## config.mk

```make
export PLATFORM = sky130hd
export DESIGN_NAME = uid_param_readout
export DESIGN_NICKNAME = d
export VERILOG_FILES = /design/src/sync2.v /design/src/uid_param_readout.v
export VERILOG_INCLUDE_DIRS = /design/src
export SDC_FILE = /design/constraint.sdc
export NUM_CORES = 1
export LEC_CHECK = 0
export ABC_AREA = 1
export CAP_MARGIN = 20
export CORE_MARGIN = 2
export CORE_UTILIZATION = 43
export DETAILED_ROUTE_END_ITERATION = 7
export DONT_BUFFER_PORTS = 1
export PLACE_DENSITY_LB_ADDON = 0.2
export SLEW_MARGIN = 20
export SYNTH_ARGS = -nofsm -noshare
export SYNTH_HDL_FRONTEND = slang
export SYNTH_SLANG_ARGS = --single-unit
```

## constraint.sdc

```tcl
create_clock -name pclk -period 4.1 [get_ports pclk]
set_clock_uncertainty 0.1 [all_clocks]
set_input_delay 0.615 -clock pclk [delete_from_list [all_inputs] [get_ports pclk]]
set_output_delay 0.615 -clock pclk [all_outputs]
set_load 0.1 [all_outputs]
```

## src/uid_param_regs.vh

```
`ifndef UID_PARAM_REGS_VH
`define UID_PARAM_REGS_VH

// APB register byte offsets
`define REG_CTRL 8'h00
`define REG_STATUS 8'h04
`define REG_COLUMN 8'h08
`define REG_UID0 8'h10
`define REG_UID1 8'h14
`define REG_UID2 8'h18
`define REG_UID3 8'h1C

// Field positions and reset values
`define CTRL_DDR_BIT 0
`define CTRL_RESET 32'h0000_0000
`define UID_RESET 128'h0

// Link command codes
`define CMD_READ_MODE 8'h00
`define CMD_CHG_COL 8'h05
`define CMD_CHG_COL_CONF 8'hE0
`define CMD_STATUS 8'h70
`define CMD_PARAM 8'hEC
`define CMD_UID 8'hED
`define CMD_RESET 8'hFF
`define UID_ADDR 8'h00

// Status byte: write protect off, ready, array ready
`define STAT_READY 8'hE0
`define STAT_BUSY 8'h80

// Unique ID layout
`define UID_COPY_BYTES 32
`define UID_HALF_BYTES 16
`define UID_COPIES 16
`define UID_END 13'd512

// Parameter page layout
`define PARAM_END 13'd4096
`define PARAM_BLANK 8'hFF

// Array page read time
`define TR_US 25
`define CLK_MHZ 100
`define TR_CYCLES (`TR_US * `CLK_MHZ)

`endif
```

## src/sync2.v

```verilog
`timescale 1ns/1ns
`default_nettype none

module sync2 #(
  parameter WIDTH = 1
) (
  // Clock and reset
  input wire pclk,
  input wire presetn,
  input wire clk_en,
  // Data
  input wire [WIDTH-1:0] d,
  output reg [WIDTH-1:0] q
);

  reg [WIDTH-1:0] meta_ff;

  always @(posedge pclk or negedge presetn) begin
    if (!presetn) begin
      meta_ff <= {WIDTH{1'b0}};
      q <= {WIDTH{1'b0}};
    end else if (clk_en) begin
      meta_ff <= d;
      q <= meta_ff;
    end
  end

endmodule // sync2

`default_nettype wire

```

## src/uid_param_readout.v

```verilog
// The APB interface to the registers and the register offsets are this design's own decisions.
`timescale 1ns/1ns
`default_nettype none
`include "uid_param_regs.vh"

module uid_param_readout #(
  parameter ADDR_W = 8,
  parameter TR_CYCLES = `TR_CYCLES,
  parameter [15:0] PARAM_CRC = 16'h0000
) (
  // APB clock, reset and enable
  input wire pclk,
  input wire presetn,
  input wire clk_en,
  // APB slave
  input wire psel,
  input wire penable,
  input wire pwrite,
  input wire [ADDR_W-1:0] paddr,
  input wire [31:0] pwdata,
  output wire pready,
  output reg [31:0] prdata,
  output reg pslverr,
  // Array side
  input wire lun_busy,
  // Flash link pins
  input wire ce_n,
  input wire cle,
  input wire ale,
  input wire we_n,
  input wire re_n,
  input wire link_clk,
  input wire [7:0] dq_in,
  output reg [7:0] dq_out,
  output reg dq_oe,
  output reg dqs_out,
  output reg dqs_oe,
  output wire rb_out,
  output reg rb_oe
);

  // ----------------------------------------------------------------
  // States
  // ----------------------------------------------------------------
  localparam [3:0] ST_IDLE = 4'b0001;
  localparam [3:0] ST_ADDR = 4'b0010;
  localparam [3:0] ST_BUSY = 4'b0100;
  localparam [3:0] ST_OUT = 4'b1000;
  localparam [1:0] CC_NONE = 2'b00;
  localparam [1:0] CC_LO = 2'b01;
  localparam [1:0] CC_HI = 2'b10;
  localparam [1:0] CC_DONE = 2'b11;

  // ----------------------------------------------------------------
  // Pin synchronisers
  // ----------------------------------------------------------------
  wire [13:0] pins_s;
  reg we_d_ff;
  reg re_d_ff;
  reg lclk_d_ff;

  sync2 #(.WIDTH(14)) u_sync (
    .pclk(pclk),
    .presetn(presetn),
    .clk_en(clk_en),
    // Active-low pins go in inverted so the reset value matches their idle level
    .d({~ce_n, cle, ale, ~we_n, ~re_n, link_clk, dq_in}),
    .q(pins_s)
  );

  wire ce_n_s = !pins_s[13];
  wire cle_s = pins_s[12];
  wire ale_s = pins_s[11];
  wire we_n_s = !pins_s[10];
  wire re_n_s = !pins_s[9];
  wire lclk_s = pins_s[8];
  wire [7:0] dq_s = pins_s[7:0];

  always @(posedge pclk or negedge presetn) begin
    if (!presetn) begin
      we_d_ff <= 1'b1;
      re_d_ff <= 1'b1;
      lclk_d_ff <= 1'b0;
    end else if (clk_en) begin
      we_d_ff <= we_n_s;
      re_d_ff <= re_n_s;
      lclk_d_ff <= lclk_s;
    end
  end

  wire sel_s = !ce_n_s;
  wire we_rise = sel_s && we_n_s && !we_d_ff;
  wire re_fall = sel_s && !re_n_s && re_d_ff;
  wire lclk_edge = lclk_s ^ lclk_d_ff;
  wire data_phase = sel_s && !cle_s && !ale_s;

  // ----------------------------------------------------------------
  // Registers and link state
  // ----------------------------------------------------------------
  reg ddr_ff;
  reg [127:0] uid_ff;
  reg [3:0] state_ff;
  reg param_ff;
  reg status_view_ff;
  reg [12:0] col_ff;
  reg [12:0] chg_col_ff;
  reg [1:0] chg_ff;
  reg [31:0] tr_cnt_ff;

  // ----------------------------------------------------------------
  // Parameter page bytes
  // ----------------------------------------------------------------
  function [7:0] param_byte;
    input [7:0] b;
    begin
      case (b)
        8'd151: param_byte = 8'h07;
        8'd164: param_byte = 8'h01;
        8'd166: param_byte = 8'h01;
        8'd170: param_byte = 8'h04;
        8'd171: param_byte = 8'h10;
        8'd172: param_byte = 8'h01;
        8'd173: param_byte = 8'h81;
        8'd174: param_byte = 8'h04;
        8'd175: param_byte = 8'h02;
        8'd176: param_byte = 8'h02;
        8'd177: param_byte = 8'h01;
        8'd178: param_byte = 8'h1E;
        8'd179: param_byte = 8'h90;
        8'd253: param_byte = 8'h01;
        8'd254: param_byte = PARAM_CRC[7:0];
        8'd255: param_byte = PARAM_CRC[15:8];
        default: param_byte = 8'h00;
      endcase
    end
  endfunction

  // ----------------------------------------------------------------
  // Byte selection
  // ----------------------------------------------------------------
  reg [7:0] uid_byte;
  reg [7:0] cur_byte;

  always @* begin
    uid_byte = uid_ff[{col_ff[3:0], 3'b000} +: 8];
    if (col_ff[4]) begin
      uid_byte = ~uid_byte;
    end
    if (status_view_ff) begin
      cur_byte = (state_ff == ST_BUSY) ? `STAT_BUSY : `STAT_READY;
    end else if (param_ff) begin
      cur_byte = (col_ff >= `PARAM_END) ? `PARAM_BLANK : param_byte(col_ff[7:0]);
    end else begin
      cur_byte = (col_ff < `UID_END) ? uid_byte : 8'h00;
    end
  end

  // ----------------------------------------------------------------
  // Command interpreter
  // ----------------------------------------------------------------
  wire out_step = data_phase && !re_n_s && (ddr_ff ? lclk_edge : re_fall);
  wire reading = (state_ff == ST_OUT) || status_view_ff;

  always @(posedge pclk or negedge presetn) begin
    if (!presetn) begin
      state_ff <= ST_IDLE;
      param_ff <= 1'b0;
      status_view_ff <= 1'b0;
      col_ff <= 13'h0000;
      chg_col_ff <= 13'h0000;
      chg_ff <= CC_NONE;
      tr_cnt_ff <= 32'h0000_0000;
      dq_out <= 8'h00;
      dq_oe <= 1'b0;
      dqs_out <= 1'b0;
      dqs_oe <= 1'b0;
      rb_oe <= 1'b0;
    end else if (clk_en) begin
      if (we_rise && cle_s) begin
        chg_ff <= CC_NONE;
        case (dq_s)
          `CMD_UID, `CMD_PARAM: begin
            if (!lun_busy && state_ff != ST_BUSY) begin
              state_ff <= ST_ADDR;
              param_ff <= (dq_s == `CMD_PARAM);
              status_view_ff <= 1'b0;
            end
          end
          `CMD_STATUS: status_view_ff <= 1'b1;
          `CMD_READ_MODE: status_view_ff <= 1'b0;
          `CMD_CHG_COL: begin
            if (state_ff == ST_OUT) begin
              chg_ff <= CC_LO;
            end
          end
          `CMD_CHG_COL_CONF: begin
            if (chg_ff == CC_DONE) begin
              col_ff <= chg_col_ff;
              status_view_ff <= 1'b0;
            end
          end
          default: begin
            if (state_ff != ST_BUSY) begin
              state_ff <= ST_IDLE;
              status_view_ff <= 1'b0;
            end
          end
        endcase
      end else if (we_rise && ale_s) begin
        if (state_ff == ST_ADDR && dq_s == `UID_ADDR) begin
          state_ff <= ST_BUSY;
          tr_cnt_ff <= TR_CYCLES - 1;
        end
        case (chg_ff)
          CC_LO: begin
            chg_col_ff[7:0] <= dq_s;
            chg_ff <= CC_HI;
          end
          CC_HI: begin
            chg_col_ff[12:8] <= dq_s[4:0];
            chg_ff <= CC_DONE;
          end
          default: chg_ff <= chg_ff;
        endcase
      end else if (state_ff == ST_BUSY) begin
        if (tr_cnt_ff == 32'h0000_0000) begin
          state_ff <= ST_OUT;
          col_ff <= 13'h0000;
        end else begin
          tr_cnt_ff <= tr_cnt_ff - 32'h0000_0001;
        end
      end else if (out_step && reading) begin
        dq_out <= cur_byte;
        if (!status_view_ff) begin
          col_ff <= col_ff + 13'h0001;
        end
        if (ddr_ff) begin
          dqs_out <= ~dqs_out;
        end
      end
      dq_oe <= data_phase && !re_n_s && reading;
      dqs_oe <= ddr_ff && data_phase && !re_n_s && reading;
      rb_oe <= (state_ff == ST_BUSY);
    end
  end

  // Open-drain ready/busy: only ever pulls low
  assign rb_out = 1'b0;

  // ----------------------------------------------------------------
  // APB slave
  // ----------------------------------------------------------------
  // Zero wait states while clk_en is high; read data is captured in setup so it comes from flops
  assign pready = clk_en;

  wire apb_setup = psel && !penable;
  wire apb_wr = psel && penable && pwrite;
  reg [31:0] rd_mux;
  reg rd_hit;

  always @* begin
    rd_hit = 1'b1;
    case (paddr)
      `REG_CTRL: rd_mux = {31'h0, ddr_ff};
      `REG_STATUS: rd_mux = {24'h0, lun_busy, param_ff, status_view_ff, chg_ff[0], state_ff};
      `REG_COLUMN: rd_mux = {19'h0, col_ff};
      `REG_UID0: rd_mux = uid_ff[31:0];
      `REG_UID1: rd_mux = uid_ff[63:32];
      `REG_UID2: rd_mux = uid_ff[95:64];
      `REG_UID3: rd_mux = uid_ff[127:96];
      default: begin
        rd_mux = 32'h0000_0000;
        rd_hit = 1'b0;
      end
    endcase
  end

  always @(posedge pclk or negedge presetn) begin
    if (!presetn) begin
      ddr_ff <= 1'b0;
      uid_ff <= `UID_RESET;
      prdata <= 32'h0000_0000;
      pslverr <= 1'b0;
    end else if (clk_en) begin
      if (apb_setup) begin
        prdata <= pwrite ? 32'h0000_0000 : rd_mux;
        pslverr <= !rd_hit || (pwrite && (paddr == `REG_STATUS || paddr == `REG_COLUMN));
      end
      if (apb_wr) begin
        case (paddr)
          `REG_CTRL: ddr_ff <= pwdata[`CTRL_DDR_BIT];
          `REG_UID0: uid_ff[31:0] <= pwdata;
          `REG_UID1: uid_ff[63:32] <= pwdata;
          `REG_UID2: uid_ff[95:64] <= pwdata;
          `REG_UID3: uid_ff[127:96] <= pwdata;
          default: ddr_ff <= ddr_ff;
        endcase
      end
    end
  end

endmodule // uid_param_readout

`default_nettype wire

```

==> impl_metrics.csv <==
group,metric,value,unit
placed_design,placed_cell_area,14900,um2
yosys,yosysUniqueCellTypes,51,
critical_path,critPathLaunchType,"flip-flop",
yosys,synthArstFlopShare,1.00,
yosys,synth_largest_area_cell,"dfrtp_1",
placed_design,port_buffers,0,
yosys,synthTopCellsByArea,"dfrtp_1 (46%), nand2_1 (19%), o21ai_0 (6.4%), inv_1 (5.5%), nand3_1 (3.7%)",
routing,routed_via_density,5.36,
yosys,synth_seq_cells,271,
floorplan,core-area,33500,um2
yosys,synth.top_cells.by_count,"nand2_1 (752), dfrtp_1 (268), inv_1 (214)",
floorplan,rows,67,
yosys,synthCells,2023,
floorplan,pin_count,108,
critical_path,reg2reg_slack,1390,ps
sta,holdWs,-353,ps
outcome,violations,"negative hold slack",
critical_path,path_cells,"nor3_4 -> nand2_4 -> clkinv_2 -> nand3_1 -> nand2_2 -> nand3_4 -> inv_4 -> o31ai_1 -> o21ai_1",
sta,maxSlewHeadroom,0.273,
yosys,synth_top_area_share,0.457,
power,power_density,477,nW/um2
routing,vias,13100,
clock_network,clk_latency,570,ps
critical_path,worstSetupStartpoint,"u_sync.q[10]",
yosys,syn_nets,2090,
placed_design,gp_congestion,0.917,
sta,clock.fmax,0.369,GHz
yosys,yosysSeqAreaShare,0.463,
critical_path,crit_fanout,35,
floorplan,dieArea,35600,um2
yosys,avgSynthCellArea,7.25,um2
critical_path,r2r_cells,9,
clock_network,ctsResizeCount,0,
routing,ant_nets,0,
grt,overflow,0,
layout,fin_nets,2046,
routing,drt_wl_total,44700,um
layout,area_growth,8.22,%
clock_network,cts_tree,"yes",
sta,worst_pin_slew,1090,ps
yosys,synth.cell_area,14700,um2
critical_path,worstSetupEndpointType,"flip-flop",
routing,first_pass_iters,6,
outcome,status,"complete, but fails checks",
critical_path,max_stage_delay,420,ps
grt,grt_max_degree,272,
critical_path,r2r_end,"tr_cnt_ff[7]",
clock_network,cts_setup_buffers,0,
sta,finalSetupViolations,0,
sta,tns,0,ps
grt,antenna_found_initial,2,
placed_design,dp_hpwl,30800,um
clock_network,clk_path_buf_depth,3,
floorplan,dieHeight,189,um
yosys,synth-edff-count,0,
clock_network,cts-buffers-inserted,30,
critical_path,crit_type,"flip-flop to flip-flop",
routing,drtIter0Drc,1237,
yosys,synth_warnings,0,
clock_network,cts_root_buffer,"clkbuf_16",
critical_path,arrival,3100,ps
sta,slew_violations,0,
layout,final_cell_area,15900,um2
min_path,hp-class,"input pin to async pin",
sta,min_period,2710,ps
yosys,post-synth-top-count-cell,"nand2_1",
sta,rsz0062_at_grt,"no",
floorplan,die_w,189,um
grt,grt_usage,0.253,
critical_path,slowest_stage,"dfrtp_1",
clock_network,htree_levels,1,
layout,post-route-util,0.473,
floorplan,initial_core_util,0.437,
yosys,synth_ff_type,"dfrtp_1",
clock_network,cts.clk_slew.worst_paths,60,ps
critical_path,r2r_start,"u_sync.q[10]",
grt,grt_pass1_vias,12600,
critical_path,crit_required,4490,ps
routing,wl_per_cell,18.3,um
power,power_leakage,0.00777,uW
sta,period_share,0.661,
routing,drcViolationCount,0,
power,worst_ir_drop_vdd,327,uV
layout,drive_above_1_share,0.0609,
flow_run,cap_violations,0,
sta,final_hold_viol_count,268,
layout,fin_cells,2451,
clock_network,cts_sinks,271,
placed_design,dp_cells,2395,
grt,grt_pass1_wl,70800,um
[how the worst max path moves through the flow]
stage,to,cells after the start
after floorplan,prdata[8],10
after global placement,prdata[18],10
after detailed placement,prdata[18],10
after CTS,tr_cnt_ff[7],9
after global routing,tr_cnt_ff[7],9
final,tr_cnt_ff[7],9
[sequential cells by signal, indices dropped and copies added, names as in the netlist, 2 cells and up]
signal	cells
chg_col_ff	13
chg_ff	2
col_ff	13
u_sync.q	14
uid_ff	128
u_sync.meta_ff	14
prdata	32
state_ff	4
dq_out	8
tr_cnt_ff	32
[logic make-up (layout without fill, tap and decap cells)]
logic type,Yosys count,after routing,share of synthesized area
and+or+nand+nor,1071,1071,0.298
AOI/OAI and AO/OA,327,327,0.126
buffers and inverters,318,297,0.0905
DFF,271,271,0.463
xor gates and xnor gates,29,29,0.0173
adders and majority gates,6,6,0.00512
other,1,2,0.000256
[power by group]
part / switching (uW) / internal [uW] / total [uW] / leakage [uW]
logic: 1370 / 538 / 1910 / 0.00367
clock network: 1130 / 1580 / 2710 / 0.000496
registers: 143 / 2800 / 2940 / 0.00360
[cells in the final DEF, fill, tap and decap left out, types with 5 or more instances in the layout]
| master | n |
|---|---|
| o22ai_1 | 28 |
| dfrtp_1 | 267 |
| or2_2 | 5 |
| o21ai_1 | 63 |
| o21ai_0 | 188 |
| clkbuf_8 | 8 |
| clkbuf_16 | 31 |
| o2111ai_1 | 16 |
| a21oi_1 | 11 |
| o31ai_2 | 9 |
| nor2_2 | 7 |
| nand2_1 | 752 |
| nand3_1 | 109 |
| clkbuf_1 | 6 |
| buf_4 | 13 |
| xor2_1 | 27 |
| inv_2 | 11 |
| nand4_1 | 13 |
| nor3_1 | 17 |
| ha_1 | 6 |
| inv_1 | 214 |
| clkinv_2 | 10 |
| nor2_1 | 142 |
| nand2_2 | 7 |
[critical path, delay by kind of cell, from the launching register on]
kind	cells	cell delay [ps]
AO/OA/AOI/OAI	2	220
buffers and inverters	2	790
flip-flops	1	420
AND/OR/NAND/NOR	5	1070
[metal layers]
| layer | share of wire | global-route usage | vias up | wire [um] |
|---|---|---|---|---|
| met4 | 0.030 | 0.0781 | 0 | 1360 |
| met1 | 0.45 | 0.357 | 6218 | 20000 |
| met2 | 0.43 | 0.386 | 506 | 19300 |
| met5 | 0 | 0 | - | 0 |
| li1 | - | - | 6327 | - |
| met3 | 0.090 | 0.0592 | 84 | 4010 |
[through the flow]
stage / power, uW / hold WS [ps] / setup WS (ps)
global route: 7950 / -370 / 1080
detailed placement: 4820 / 232 / 1200
finish: 7560 / -353 / 1390
floorplan: 4330 / 219 / 2240
global placement: 4810 / 234 / 1240
CTS: 7530 / -363 / 1380
[final cells by class]
class,count,area [um2]
antenna,1,2.50
clock buffer,45,908
clock inverter,10,75.1
fill,3384,17700
inverter,228,860
multi-input combinational,1434,6560
sequential,271,6790
tap,448,561
timing repair buffer,14,118
(Power assumes the default switching activity.)
